==> src/tcm_pkg.sv <==
// Operation
// - Unequipped: bits 3-8 zero, five frames
// - AIS: bit 4 set, five frames
// - Multiframe loss: four bad, three good
// - Trace lock-loss while message unaligned
// - Mismatch: stable message differs one period
// - Mismatch clears on relock to match
// - ODI: bit 7 frame 74, five times
// - RDI: bit 8 frame 73, five times
// - Status bit 0 unused, driven zero
// - Parity counter, enabled, two per frame
// - Block mode counts one per frame
// - Counters saturate, clear on read
// - Remote error counter on bit 5
// - Outgoing error counter on bit 6
// - V4 byte captured when enabled
package tcm_pkg;
    localparam int NPORT = 4;                           // Ports
    localparam logic [2:0] PERSIST_FRAMES = 3'h5;       // Alarm persistence
    localparam logic [2:0] LOM_SET_CNT    = 3'h4;       // Bad multiframes
    localparam logic [2:0] LOM_CLR_CNT    = 3'h3;       // Good multiframes
    localparam logic [11:0] MFAS_PAT      = 12'hFFE;    // Alignment pattern
    localparam logic [6:0] FAS_FIRST      = 7'h01;      // Alignment frames
    localparam logic [6:0] FAS_LAST       = 7'h08;
    localparam logic [6:0] TRACE_FIRST    = 7'h09;      // Trace frames
    localparam logic [6:0] TRACE_LAST     = 7'h48;
    localparam logic [6:0] RDI_POS        = 7'h49;      // Frame 73
    localparam logic [6:0] ODI_POS        = 7'h4A;      // Frame 74
    // N2 bit positions (bit 1 is MSB)
    localparam int N2_BIP_HI = 7;
    localparam int N2_BIP_LO = 6;
    localparam int N2_UNEQ_HI = 5;
    localparam int N2_AIS = 4;
    localparam int N2_REI = 3;
    localparam int N2_OEI = 2;
    localparam int N2_ODI = 1;
    localparam int N2_RDI = 0;
    // Status bit positions
    localparam int ST_UNEQ = 7;
    localparam int ST_AIS = 6;
    localparam int ST_LOM = 5;
    localparam int ST_LOL = 4;
    localparam int ST_TIM = 3;
    localparam int ST_ODI = 2;
    localparam int ST_RDI = 1;
    localparam logic [7:0] CNT_MAX  = 8'hFF;            // Saturation
    localparam logic [7:0] REG_RST  = 8'h00;            // Reset values
    localparam logic [2:0] PCNT_RST = 3'h0;
    typedef logic [11:0] tcm_addr_t;
    typedef logic [7:0] tcm_byte_t;
    // Register offsets per port
    localparam tcm_addr_t STATUS_ADDR [NPORT] = '{12'h05D, 12'h08D, 12'h0BD, 12'h0ED};
    localparam tcm_addr_t PARITY_ADDR [NPORT] = '{12'h180, 12'h280, 12'h380, 12'h480};
    localparam tcm_addr_t REMOTE_ADDR [NPORT] = '{12'h181, 12'h281, 12'h381, 12'h481};
    localparam tcm_addr_t OUTGO_ADDR  [NPORT] = '{12'h182, 12'h282, 12'h382, 12'h482};
    localparam tcm_addr_t V4_ADDR     [NPORT] = '{12'h196, 12'h296, 12'h396, 12'h496};
    typedef enum logic [1:0] {
        TR_HUNT    = 2'h0,
        TR_CONFIRM = 2'h1,
        TR_LOCKED  = 2'h3
    } tcm_trace_state_t;
endpackage : tcm_pkg

==> src/tcm_trace_if.sv <==
`timescale 1ns/1ns
// Carries one port's trace bits to the trace aligner
interface tcm_trace_if (
    input wire logic clk,      // Byte clock
    input wire logic reset_n   // Async reset
);
    logic         frame_stb;   // One N2 byte this cycle
    logic [6:0]   mf_pos;      // Multiframe position 1..76
    logic [1:0]   tc_bits;     // N2 bits 7 and 8
    logic         mf_lost;     // Multiframe loss alarm
    logic [127:0] expected;    // Comparison message
    logic         lock;        // Trace locked
    logic         mismatch;    // Trace mismatch alarm
    modport mon (input clk, reset_n, lock, mismatch,
                 output frame_stb, mf_pos, tc_bits, mf_lost, expected);
    modport trc (input clk, reset_n, frame_stb, mf_pos, tc_bits, mf_lost, expected,
                 output lock, mismatch);
endinterface : tcm_trace_if

==> src/tcm_trace.sv <==
`timescale 1ns/1ns
// Aligns the 16-byte tandem trace and compares it
module tcm_trace
    import tcm_pkg::*;
(
    tcm_trace_if.trc bus       // Trace carrier
);
    tcm_trace_state_t state_q, state_d;   // Aligner state
    logic [127:0] msg_q;                  // Bytes being assembled
    logic [127:0] prev_q;                 // Last full message
    logic [5:0]   shift_q;                // Partial byte
    logic         tim_q;                  // Mismatch alarm
    wire  in_trace = bus.frame_stb && bus.mf_pos >= TRACE_FIRST && bus.mf_pos <= TRACE_LAST;
    wire  byte_end = in_trace && bus.mf_pos[1:0] == 2'h0;   // 4th frame of byte
    wire  msg_end  = bus.frame_stb && bus.mf_pos == TRACE_LAST;
    wire  [6:0] rel = 7'(bus.mf_pos - TRACE_FIRST);
    wire  [3:0] idx = rel[5:2];                             // Byte index
    wire  [7:0] new_byte = {shift_q, bus.tc_bits};
    wire  [127:0] msg_now = {msg_q[127:8], new_byte};
    // Start marker in byte 0 only
    logic well;
    always_comb begin
        well = msg_now[127];
        for (int i = 1; i < 16; i++) begin
            well = well && !msg_now[127 - 8 * i];
        end
    end
    wire  stable = msg_now == prev_q;
    wire  match  = msg_now == bus.expected;
    // Alignment state machine, stepped at each message end and held in hunt while multiframe is lost
    always_comb begin
        state_d = state_q;
        if (bus.mf_lost) begin
            state_d = TR_HUNT;
        end else if (msg_end) begin
            case (state_q)
                TR_HUNT:    state_d = well ? TR_CONFIRM : TR_HUNT;
                TR_CONFIRM: state_d = (well && stable) ? TR_LOCKED : TR_HUNT;
                TR_LOCKED:  state_d = (well && stable) ? TR_LOCKED : TR_HUNT;
                default:    state_d = TR_HUNT;
            endcase
        end
    end
    // Byte assembly and state registers
    always_ff @(posedge bus.clk or negedge bus.reset_n) begin
        if (!bus.reset_n) begin
            state_q <= TR_HUNT;
            msg_q   <= '0;
            prev_q  <= '0;
            shift_q <= '0;
        end else begin
            state_q <= state_d;
            if (in_trace) begin
                shift_q <= {shift_q[3:0], bus.tc_bits};
            end
            if (byte_end) begin
                msg_q[8 * (15 - idx) +: 8] <= new_byte;
            end
            if (msg_end) begin
                prev_q <= msg_now;
            end
        end
    end
    // Mismatch: set while locked, cleared only on a fresh relock
    always_ff @(posedge bus.clk or negedge bus.reset_n) begin
        if (!bus.reset_n) begin
            tim_q <= 1'b0;
        end else if (msg_end && state_q == TR_LOCKED && state_d == TR_LOCKED && !match) begin
            tim_q <= 1'b1;
        end else if (msg_end && state_q == TR_CONFIRM && state_d == TR_LOCKED && match) begin
            tim_q <= 1'b0;
        end
    end
    assign bus.lock     = state_q == TR_LOCKED;
    assign bus.mismatch = tim_q;
endmodule : tcm_trace

==> src/tcm_monitor.sv <==
`timescale 1ns/1ns
// Four-port tandem connection monitor for the drop bus
module tcm_monitor
    import tcm_pkg::*;
(
    input  wire logic                 clk,                   // Byte clock
    input  wire logic                 reset_n,               // Async reset
    input  wire logic [3:0]           n2_stb,                // N2 byte valid
    input  wire tcm_pkg::tcm_byte_t   n2_byte [4],           // N2 byte
    input  wire logic [6:0]           mf_pos [4],            // Frame 1..76
    input  wire logic [1:0]           bip_calc [4],          // Computed BIP-2
    input  wire logic [3:0]           v4_stb,                // V4 byte valid
    input  wire tcm_pkg::tcm_byte_t   v4_byte [4],           // V4 byte
    input  wire logic [3:0]           tc_enable,             // Error counters on
    input  wire logic [3:0]           block_count_select,    // Block mode
    input  wire logic [3:0]           v4_capture_enable,     // V4 capture
    input  wire logic [127:0]         expected_msg [4],      // Trace to match
    input  wire logic                 rd_stb,                // Read strobe
    input  wire tcm_pkg::tcm_addr_t   rd_addr,               // Read address
    output logic [7:0]                rd_data,               // Read data
    output logic [7:0]                tc_alarm [4]           // Alarm levels
);
    import tcm_pkg::*;

    // Persistence filter: flip after lim frames disagreeing
    function automatic logic [3:0] persist(
        input logic       alarm,
        input logic [2:0] cnt,
        input logic       cond,
        input logic [2:0] lim
    );
        logic [2:0] nxt;
        nxt = 3'(cnt + 3'h1);
        if (cond == alarm) begin
            persist = {alarm, 3'h0};            // Agreement resets run
        end else if (nxt >= lim) begin
            persist = {cond, 3'h0};             // Run long enough
        end else begin
            persist = {alarm, nxt};             // Keep counting
        end
    endfunction : persist

    // Saturating counter with clear-on-read
    function automatic logic [7:0] sat_count(
        input logic [7:0] cnt,
        input logic [1:0] inc,
        input logic       clr
    );
        logic [8:0] sum;
        sum = {1'b0, (clr ? 8'h00 : cnt)} + {7'h00, inc};
        sat_count = sum[8] ? CNT_MAX : sum[7:0];
    endfunction : sat_count

    logic [7:0] port_rd [4];                    // Per-port read data
    logic [3:0] port_hit;                       // Per-port address hit
    logic [7:0] rd_data_q;                      // Registered read data

    genvar p;
    generate
        for (p = 0; p < NPORT; p++) begin : g_port
            // Alarm state
            logic       uq_q, ais_q, odi_q, rdi_q, lom_q;
            logic [2:0] uq_n_q, ais_n_q, odi_n_q, rdi_n_q, lom_n_q;
            logic [15:0] fas_q;                 // Alignment bits
            // Counters and captured byte
            logic [7:0] bip_q, rei_q, oei_q, v4_q;

            // Frame event decode
            wire        stb   = n2_stb[p];
            wire [7:0]  n2    = n2_byte[p];
            wire        cnt_en = stb && tc_enable[p];
            wire        at_rdi = stb && mf_pos[p] == RDI_POS;
            wire        at_odi = stb && mf_pos[p] == ODI_POS;
            wire        in_fas = stb && mf_pos[p] >= FAS_FIRST && mf_pos[p] <= FAS_LAST;
            wire        fas_end = stb && mf_pos[p] == FAS_LAST;
            wire [15:0] fas_now = {fas_q[13:0], n2[N2_ODI], n2[N2_RDI]};
            wire        mf_bad = fas_now[11:0] != MFAS_PAT;
            wire [2:0]  lom_lim = lom_q ? LOM_CLR_CNT : LOM_SET_CNT;

            // Filter next values
            wire [3:0]  uq_nx  = persist(uq_q, uq_n_q, n2[N2_UNEQ_HI:0] == 6'h00,
                                         PERSIST_FRAMES);
            wire [3:0]  ais_nx = persist(ais_q, ais_n_q, n2[N2_AIS], PERSIST_FRAMES);
            wire [3:0]  odi_nx = persist(odi_q, odi_n_q, n2[N2_ODI], PERSIST_FRAMES);
            wire [3:0]  rdi_nx = persist(rdi_q, rdi_n_q, n2[N2_RDI], PERSIST_FRAMES);
            wire [3:0]  lom_nx = persist(lom_q, lom_n_q, mf_bad, lom_lim);

            // BIP-2 error count per frame
            wire [1:0]  bip_x   = n2[N2_BIP_HI:N2_BIP_LO] ^ bip_calc[p];
            wire [1:0]  bip_sum = {1'b0, bip_x[1]} + {1'b0, bip_x[0]};
            wire [1:0]  bip_inc = block_count_select[p] ? {1'b0, |bip_x} : bip_sum;

            // Register decode
            wire        hit_st  = rd_addr == STATUS_ADDR[p];
            wire        hit_bip = rd_addr == PARITY_ADDR[p];
            wire        hit_rei = rd_addr == REMOTE_ADDR[p];
            wire        hit_oei = rd_addr == OUTGO_ADDR[p];
            wire        hit_v4  = rd_addr == V4_ADDR[p];
            wire        clr_bip = rd_stb && hit_bip;
            wire        clr_rei = rd_stb && hit_rei;
            wire        clr_oei = rd_stb && hit_oei;

            // Trace aligner per port
            tcm_trace_if u_if (
                .clk     (clk),
                .reset_n (reset_n)
            );
            tcm_trace u_trace (
                .bus (u_if.trc)
            );
            assign u_if.frame_stb = stb;
            assign u_if.mf_pos    = mf_pos[p];
            assign u_if.tc_bits   = {n2[N2_ODI], n2[N2_RDI]};
            assign u_if.mf_lost   = lom_q;
            assign u_if.expected  = expected_msg[p];

            // Status byte; bit 0 driven zero
            wire [7:0]  status;
            assign status[ST_UNEQ] = uq_q;
            assign status[ST_AIS]  = ais_q;
            assign status[ST_LOM]  = lom_q;
            assign status[ST_LOL]  = !u_if.lock;
            assign status[ST_TIM]  = u_if.mismatch;
            assign status[ST_ODI]  = odi_q;
            assign status[ST_RDI]  = rdi_q;
            assign status[0]       = 1'b0;

            // Unequipped and AIS filters, once per frame
            always_ff @(posedge clk or negedge reset_n) begin
                if (!reset_n) begin
                    {uq_q, uq_n_q}   <= {1'b0, PCNT_RST};
                    {ais_q, ais_n_q} <= {1'b0, PCNT_RST};
                end else if (stb) begin
                    {uq_q, uq_n_q}   <= uq_nx;
                    {ais_q, ais_n_q} <= ais_nx;
                end
            end

            // ODI and RDI filters, once per multiframe
            always_ff @(posedge clk or negedge reset_n) begin
                if (!reset_n) begin
                    {odi_q, odi_n_q} <= {1'b0, PCNT_RST};
                    {rdi_q, rdi_n_q} <= {1'b0, PCNT_RST};
                end else begin
                    if (at_odi) begin
                        {odi_q, odi_n_q} <= odi_nx;
                    end
                    if (at_rdi) begin
                        {rdi_q, rdi_n_q} <= rdi_nx;
                    end
                end
            end

            // Multiframe alignment check at frame 8
            always_ff @(posedge clk or negedge reset_n) begin
                if (!reset_n) begin
                    fas_q            <= '0;
                    {lom_q, lom_n_q} <= {1'b0, PCNT_RST};
                end else begin
                    if (in_fas) begin
                        fas_q <= fas_now;
                    end
                    if (fas_end) begin
                        {lom_q, lom_n_q} <= lom_nx;
                    end
                end
            end

            // Parity error counter
            always_ff @(posedge clk or negedge reset_n) begin
                if (!reset_n) begin
                    bip_q <= REG_RST;
                end else if (cnt_en || clr_bip) begin
                    bip_q <= sat_count(bip_q, cnt_en ? bip_inc : 2'h0,
                                       clr_bip);
                end
            end

            // Remote and outgoing error counters
            always_ff @(posedge clk or negedge reset_n) begin
                if (!reset_n) begin
                    rei_q <= REG_RST;
                    oei_q <= REG_RST;
                end else begin
                    if (cnt_en || clr_rei) begin
                        rei_q <= sat_count(rei_q, {1'b0, cnt_en && n2[N2_REI]},
                                           clr_rei);
                    end
                    if (cnt_en || clr_oei) begin
                        oei_q <= sat_count(oei_q, {1'b0, cnt_en && n2[N2_OEI]},
                                           clr_oei);
                    end
                end
            end

            // V4 capture, bit 1 of the byte lands in bit 7
            always_ff @(posedge clk or negedge reset_n) begin
                if (!reset_n) begin
                    v4_q <= REG_RST;
                end else if (v4_stb[p] && v4_capture_enable[p]) begin
                    v4_q <= v4_byte[p];
                end
            end

            // Read selection for this port
            assign port_hit[p] = hit_st || hit_bip || hit_rei || hit_oei || hit_v4;
            assign port_rd[p]  = hit_st  ? status :
                                 hit_bip ? bip_q  :
                                 hit_rei ? rei_q  :
                                 hit_oei ? oei_q  :
                                 hit_v4  ? v4_q   : 8'h00;
            assign tc_alarm[p] = status;
        end
    endgenerate

    // Merge the port read paths
    logic [7:0] rd_mux;
    always_comb begin
        rd_mux = 8'h00;
        for (int i = 0; i < NPORT; i++) begin
            rd_mux = rd_mux | (port_hit[i] ? port_rd[i] : 8'h00);
        end
    end

    // Read data held until the next read; unmapped reads give zero
    always_ff @(posedge clk or negedge reset_n) begin
        if (!reset_n) begin
            rd_data_q <= REG_RST;
        end else if (rd_stb) begin
            rd_data_q <= rd_mux;
        end
    end

    assign rd_data = rd_data_q;
endmodule : tcm_monitor

==> config.mk <==
export PLATFORM = sky130hd
export DESIGN_NAME = tcm_monitor
export DESIGN_NICKNAME = d
export VERILOG_FILES = /design/src/tcm_pkg.sv /design/src/tcm_trace_if.sv /design/src/tcm_trace.sv /design/src/tcm_monitor.sv
export SDC_FILE = /design/constraint.sdc
export NUM_CORES = 2
export LEC_CHECK = 0
export BUFFER_PORTS_ARGS = -buffer_cell sky130_fd_sc_hd__buf_2
export CAP_MARGIN = 10
export CELL_PAD_IN_SITES_DETAIL_PLACEMENT = 2
export CELL_PAD_IN_SITES_GLOBAL_PLACEMENT = 2
export CORE_MARGIN = 5
export CORE_UTILIZATION = 39
export CTS_CLUSTER_DIAMETER = 60
export DETAILED_ROUTE_END_ITERATION = 12
export PLACE_DENSITY_LB_ADDON = 0.1
export SYNTH_ARGS = -nofsm -noshare
export SYNTH_HDL_FRONTEND = slang
export SYNTH_SLANG_ARGS = --single-unit
==> constraint.sdc <==
create_clock -name clk -period 3.1 [get_ports clk]
set_input_delay 0.62 -clock clk [delete_from_list [all_inputs] [get_ports clk]]
set_output_delay 0.62 -clock clk [all_outputs]
set_load 0.02 [all_outputs]
### Word-level counts from Yosys, hierarchy flattened

Index checks and enable logic that the tools add are counted.

* flip-flop bits (word level): 1316
* bits of input ports: 647
* output and inout bits: 40
* word-level logic and storage cells: 704

* add/sub/neg operators: 48
* order comparisons: 36
* eq/ne operators: 80
* shift operators: 8
* mux-type cells: 132
* bitwise operators: 27
* reductions and logical operators: 292

Operators with widths (count)
* == test 128 bit: 8
* bitwise mux 128 bit: 4
* variable shift 8 x 34 -> 128 bit (first input constant): 4
* indexed part select 8 x 34 -> 128 bit: 4
* 2-to-1 mux 8 bit: 48
* logical AND 1 bit: 152
* negation 32 -> 34 bit: 4
* 2-to-1 mux 3 bit: 44
* == test 12 x 10 -> 1 bit (second input constant): 8
* == test 7 bit (second input constant): 12
* adder 8 x 1 -> 9 bit: 8
* logical NOT 1 bit: 68
* adder 3 x 1 -> 3 bit (second input constant): 20
* AND reduction 3 bit: 20
* == test 12 x 11 -> 1 bit (second input constant): 4
* == test 12 x 9 -> 1 bit (second input constant): 4
* greater-or-equal comparator 3 bit (second input constant): 16
* inequality test 12 bit (second input constant): 4
* 2-to-1 mux 2 bit: 20
* adder 8 x 2 -> 9 bit: 4
* == test 12 x 8 -> 1 bit (second input constant): 3
* == test 7 x 4 -> 1 bit (second input constant): 4
* greater-or-equal comparator 7 x 1 -> 1 bit (second input constant): 4
* greater-or-equal comparator 7 x 4 -> 1 bit (second input constant): 4
* 20 further kinds: 152

### Longest topological paths before layout

* depth in word-level cells: 26
* gate-level depth with buffers: 17

### Hierarchy

From an unflattened synthesis, not the netlist that was laid out.

* cells, all modules: 6287
* area, all modules: 68617.1 µm²

Modules (own cells, without submodules)
* tcm_trace (g_port[0].u_trace ...): instances 3, cells an instance 1079, area an instance 13181.4 µm², sequential area each 6431.2 µm²
* tcm_monitor: instances 1, cells an instance 1759, area an instance 16021.6 µm², sequential area each 6406.1 µm²
* tcm_trace (g_port[3].u_trace): instances 1, cells an instance 1291, area an instance 13051.3 µm², sequential area each 6431.2 µm²

### Worst setup path after synthesis

Ideal clock, no wire load.

* path kind: input port to flip-flop
* start: in rd_addr[5]
* end: reg g_port[0].bip_q[3]
* setup time: 0.144 ns
* arrival: 3.992 ns
* required time: 2.956 ns
* slack: -1.036 ns
* cell stages on the path: 17
* path buffers: 4
* cell sequence: or4b_1 -> buf_2 -> buf_2 -> nor4_1 -> clkbuf_1 -> and2_1 -> clkbuf_1 -> nor2_1 -> ha_1 -> inv_1 -> fa_1 -> and3b_1 -> and3_1 -> a31oi_1 -> nand2b_1 -> a21oi_1 -> a311oi_1

* longest elaborated chain between the ends: 5

Ends and longest elaborated chain
* start, declared: RTL line tcm_monitor.sv:19 `input wire tcm_pkg::tcm_addr_t rd_addr,`
* == test 12 x 9 -> 1 bit *: RTL line tcm_monitor.sv:95 `wire hit_bip = rd_addr == PARITY_ADDR[p];`
* logical AND 1 bit *: RTL line tcm_monitor.sv:99 `wire clr_bip = rd_stb && hit_bip;`
* 2-to-1 mux 8 bit: RTL line tcm_monitor.sv:50 `sum = {1'b0, (clr ? 8'h00 : cnt)} + {7'h00, inc};`
* adder 8 x 2 -> 9 bit: RTL line tcm_monitor.sv:50
* 2-to-1 mux 8 bit: RTL line tcm_monitor.sv:51 `sat_count = sum[8] ? CNT_MAX : sum[7:0];`
* end signal, assigned: RTL line tcm_monitor.sv:174 `bip_q <= sat_count(bip_q, cnt_en ? bip_inc : 2'h0,`
* end, declared: RTL line tcm_monitor.sv:66 `logic [7:0] bip_q, rei_q, oei_q, v4_q;`

Every way passes the cells marked *; elsewhere a longest branch is shown, timed or not.
A chain may end at the register's enable or synchronous reset.

### Worst setup path in the final report

* start: reg g_port[0].u_trace.msg_q[111]
* end: reg g_port[0].u_trace.tim_q

* longest elaborated chain between the ends: 24

Ends and longest elaborated chain
* start, declared: RTL line tcm_trace.sv:9 `logic [127:0] msg_q;`
* start signal, assigned by index: RTL line tcm_trace.sv:57 `msg_q[8 * (15 - idx) +: 8] <= new_byte;`
* logical NOT 1 bit: RTL line tcm_trace.sv:25 `well = well && !msg_now[127 - 8 * i];`
* logical AND 1 bit (14 in a row): RTL line tcm_trace.sv:25
* logical AND 1 bit: RTL line tcm_trace.sv:38, tcm_trace.sv:39
* 2-to-1 mux 2 bit: RTL line tcm_trace.sv:38, tcm_trace.sv:39
* one-hot mux 2 bit (2 select lines): RTL line tcm_trace.sv:36 `case (state_q)`
* 2-to-1 mux 2 bit: RTL line tcm_trace.sv:35 `end else if (msg_end) begin`
* 2-to-1 mux 2 bit: RTL line tcm_trace.sv:33 `if (bus.mf_lost) begin`
* == test 2 bit: RTL line tcm_trace.sv:68, tcm_trace.sv:70
* logical AND 1 bit, on equally long branches (2 in a row): RTL line tcm_trace.sv:68, tcm_trace.sv:70
* 2-to-1 mux 1 bit / nonzero test 2 bit (equally long branches)
* end signal, assigned: RTL line tcm_trace.sv:67 `tim_q <= 1'b0;`
* end signal, assigned: RTL line tcm_trace.sv:69 `tim_q <= 1'b1;`
* end signal, assigned: RTL line tcm_trace.sv:71 `tim_q <= 1'b0;`
* end, declared: RTL line tcm_trace.sv:12 `logic tim_q;`

Parallel ways exist; a longest one is shown, timed or not.

==> summary.json <==
{
  "cts": {
    "clk_pin_slew_worst_paths_ps": 60,
    "clock_insertion_delay_worst_skew_ps": 830,
    "tritoncts": "yes",
    "ctsHtreeMaxLevel": 4,
    "tritoncts.num_buffers": 164,
    "numClockSinks": 1284,
    "clock_path_buffers": 3,
    "buffer_cell_driving_the_clock_tree_root": "clkbuf_16"
  },
  "cells_and_area": {
    "flow.area_growth_from_synthesis_pct": 25.9,
    "commonest_non_fill_non_tap_cells_in_the_layout": "1,284 x dfrtp_1, 940 x nand2_1, 703 x mux2_2",
    "final-instance-count-excl-fill": 10100,
    "area.sequential_um2": 32100,
    "total_area_of_multi_input_combinational_cells_um2": 34600,
    "layout.filler_cells": 17700,
    "final_nets": 8353,
    "layout.cells.most_common": "dfrtp_1",
    "post_route_cells_drive_above_1_share_pct": 32.5
  },
  "critical_path": {
    "timing.reg2reg.setup_slack_ps": -80,
    "startpoint": "g_port[0].u_trace.msg_q[111]",
    "cp_slowest_stage_delay_ps": 560,
    "critPathArrivalTime_ps": 3860,
    "timing.reg2reg.worst_path_depth": 8,
    "timing.critical_path.from_type": "flop",
    "most_frequent_cp_cell": "or4_4",
    "worstPathMaxFanout": 2,
    "critPathRequiredTime_ps": 3780,
    "end_kind": "flop",
    "cp_cell_sequence": "nor4_4 > nand4_1 > buf_6 > or4_4 > or4_4 > or3_4 > o41ai_2 > a21oi_1",
    "cp_num_buf_inv": 1,
    "critical_path.reg2reg.endpoint": "g_port[0].u_trace.bus.mismatch",
    "r2r-start": "g_port[0].u_trace.msg_q[111]",
    "crit_type": "reg2reg",
    "critPathSlowestCell": "or4_4",
    "worst_path_dominant_cell_family": "simple AND/OR/NAND/NOR gates"
  },
  "floorplan": {
    "fp.dieH_um": 426,
    "core_ar_um2": 172000,
    "die_area_um2": 182000,
    "die_w_um": 426,
    "num_rows": 152,
    "io-pin-count": 687,
    "starting_density_of_the_core_pct": 39.3
  },
  "routing": {
    "drtIter0Drc": 3832,
    "drcViolationCount": 0,
    "vias": 57300,
    "total_iterations_of_the_first_detailed_routing_run": 5,
    "wire_per_inst_um": 29.9,
    "wl_um": 301000,
    "routed_via_density": 5.69,
    "antenna_left": 0
  },
  "logic_synthesis": {
    "syn_area_per_cell_um2": 10.6,
    "ys_dominant_reg_cell": "dfrtp_1",
    "post_synthesis_instance_total": 6395,
    "synth_top_cells_by_area": "dfrtp_1 48%, mux2_2 13%, xnor2_1 7.1%",
    "fraction_of_post_synthesis_cell_area_in_the_top_cell_type_by_area_pct": 47.5,
    "synth-seq-area-share_pct": 47.5,
    "ys_ff_latch": 1284,
    "synth-async-reset-ratio_pct": 100,
    "synth.largest_area_cell": "dfrtp_1",
    "number_of_flops_mapped_to_enable_cells_by_yosys": 0,
    "ys_types": 91,
    "syn-cell-area_um2": 67600,
    "yosys_warnings": 0
  },
  "hold_path": {
    "whs_endpoint": "g_port[3].v4_q[5]",
    "hold_path.startpoint": "v4_byte[5]",
    "timing.hold.worst.class": "in2reg",
    "min_delay_path_depth": 2
  },
  "placed_design": {
    "routabilityCongestion": 0.907,
    "place.detailed.hpwl_um": 226000,
    "placement.setup.worst_slack_ps": -663,
    "dp_cells": 9753,
    "numPortBuffers": 682
  },
  "outcome": {
    "violations": "negative setup slack",
    "outcome": "finished with violations"
  },
  "power_and_ir_drop": {
    "vdd_ir_drop_max_v": 0.000501,
    "p_per_area_nw_per_um2": 573,
    "leakage_nw": 40.9
  },
  "sta": {
    "hold_violations": 0,
    "final_period_minus_worst_setup_slack_ps": 3180,
    "timing_worst_slew_pin_value_ps": 972,
    "fin_tns_setup_ps": -78.2,
    "worst_max_slew_margin_expressed_relative_to_the_limit_pct": 35.2,
    "rsz_0062_raised_after_global_routing": "true",
    "maximum_clock_skew_at_final_layout_ps": 31.9,
    "final_max_slew_viol_count": 0,
    "max_freq_mhz": 315,
    "final.period_utilization_pct": 103,
    "layout_setup_ws_ps": -78.2,
    "report.final.setup_viol": 1
  },
  "global_routing": {
    "via_count_of_the_first_global_routing_pass": 64300,
    "antenna_found_initial": 24,
    "gr-usage-all-layers_pct": 32.4,
    "grt_max_degree": 132,
    "grt_remaining_overflow": 0,
    "wire_length_of_the_first_global_routing_pass_um": 437000
  },
  "job": {
    "cap_viol_max_count": 0
  }
}
[Yosys cell counts, types with 81 or more instances]
library cell	instances
mux2_2	768
nand4_1	211
nor4_1	169
and2_1	95
nand2_1	954
o21ai_0	227
ha_1	88
clkbuf_1	197
xnor2_1	550
xor2_1	379
nand2b_1	81
dfrtp_1	1284
nor2_1	162
inv_1	229
[state kept, by name, summed over array words and instances (netlist names), 8 cells and up]
register	flops
g_port.u_trace.prev_q	512
g_port.u_trace.msg_q	480
g_port.fas_q	40
g_port.bip_q	32
g_port.oei_q	32
g_port.rei_q	32
g_port.v4_q	32
g_port.u_trace.shift_q	24
g_port.ais_n_q	12
g_port.lom_n_q	12
g_port.odi_n_q	12
g_port.rdi_n_q	12
g_port.uq_n_q	12
g_port.u_trace.state_q	8
rd_data	8
[per-layer routing]
| metal | vias up | routed length, µm | track usage [%] |
|---|---|---|---|
| met5 | - | 13 | 0 |
| met4 | 2 | 16400 | 15.6 |
| li1 | 24800 | - | - |
| met3 | 589 | 13300 | 4.48 |
| met2 | 1651 | 148000 | 55.1 |
| met1 | 30300 | 124000 | 40.5 |
[cell families after synthesis]
kind of cell	after synthesis	synth area share (%)
fa+ha+maj	92	1.75
xor+xnor	929	12.0
buf+inv	487	2.91
mux	803	13.4
simple gates	2124	15.7
other cells	1	0.00554
flops	1284	47.5
compound gates	675	6.72
[per-stage QoR]
| stage | total power [mW] | instance area [µm²] | util, % | hold slack [ps] |
|---|---|---|---|---|
| after floorplan | 23.9 | 68800 | - | 324 |
| after global placement | 28.4 | 79400 | 46.1 | 465 |
| after detailed placement | 28.8 | 79400 | 46.1 | 480 |
| after CTS | 49.0 | 85100 | 49.4 | 8.34 |
| after global routing | 50.5 | 85100 | 49.5 | 32.4 |
| final | 48.8 | 85100 | 49.5 | 63.4 |
[what timing repair did]
| action | 4_1_cts | 5_1_grt |
|---|---|---|
| buffers inserted | 0 | 0 |
| endpoints found under the setup margin | 2 | 4 |
| endpoints found under the hold margin | 51 | 0 |
| hold buffers | 5 | 0 |
| resized for setup | 8 | 9 |
| pin swaps | 8 | 4 |
[power breakdown]
| group | switching, mW | leakage, nW | internal (mW) |
|---|---|---|---|
| registers | 2.02 | 17.1 | 18.1 |
| logic | 5.09 | 21.1 | 3.68 |
| clock network | 8.12 | 2.73 | 11.8 |
| total | 15.2 | 40.9 | 33.6 |
[layout make-up]
cell class	instances	area share (%)
timing repair buffer	1308	10.7
tap	2310	3.39
multi-input combinational	4627	40.6
sequential	1284	37.7
inverter	229	1.01
antenna	12	0.0353
clock buffer	236	5.67
clock inverter	63	0.870
[worst max path at each step]
stage                                           endpoint  slack, ps  cells past startpoint
after floorplan                       g_port[0].bip_q[2]       -520                     16
after global placement                g_port[2].rei_q[5]       -470                     13
after detailed placement              g_port[2].bip_q[5]       -660                     15
after CTS                 g_port[0].u_trace.bus.mismatch         20                      8
after global routing      g_port[0].u_trace.bus.mismatch        -60                      8
final                     g_port[0].u_trace.bus.mismatch        -80                      8
Note: power is estimated with default switching activity, not from simulation.
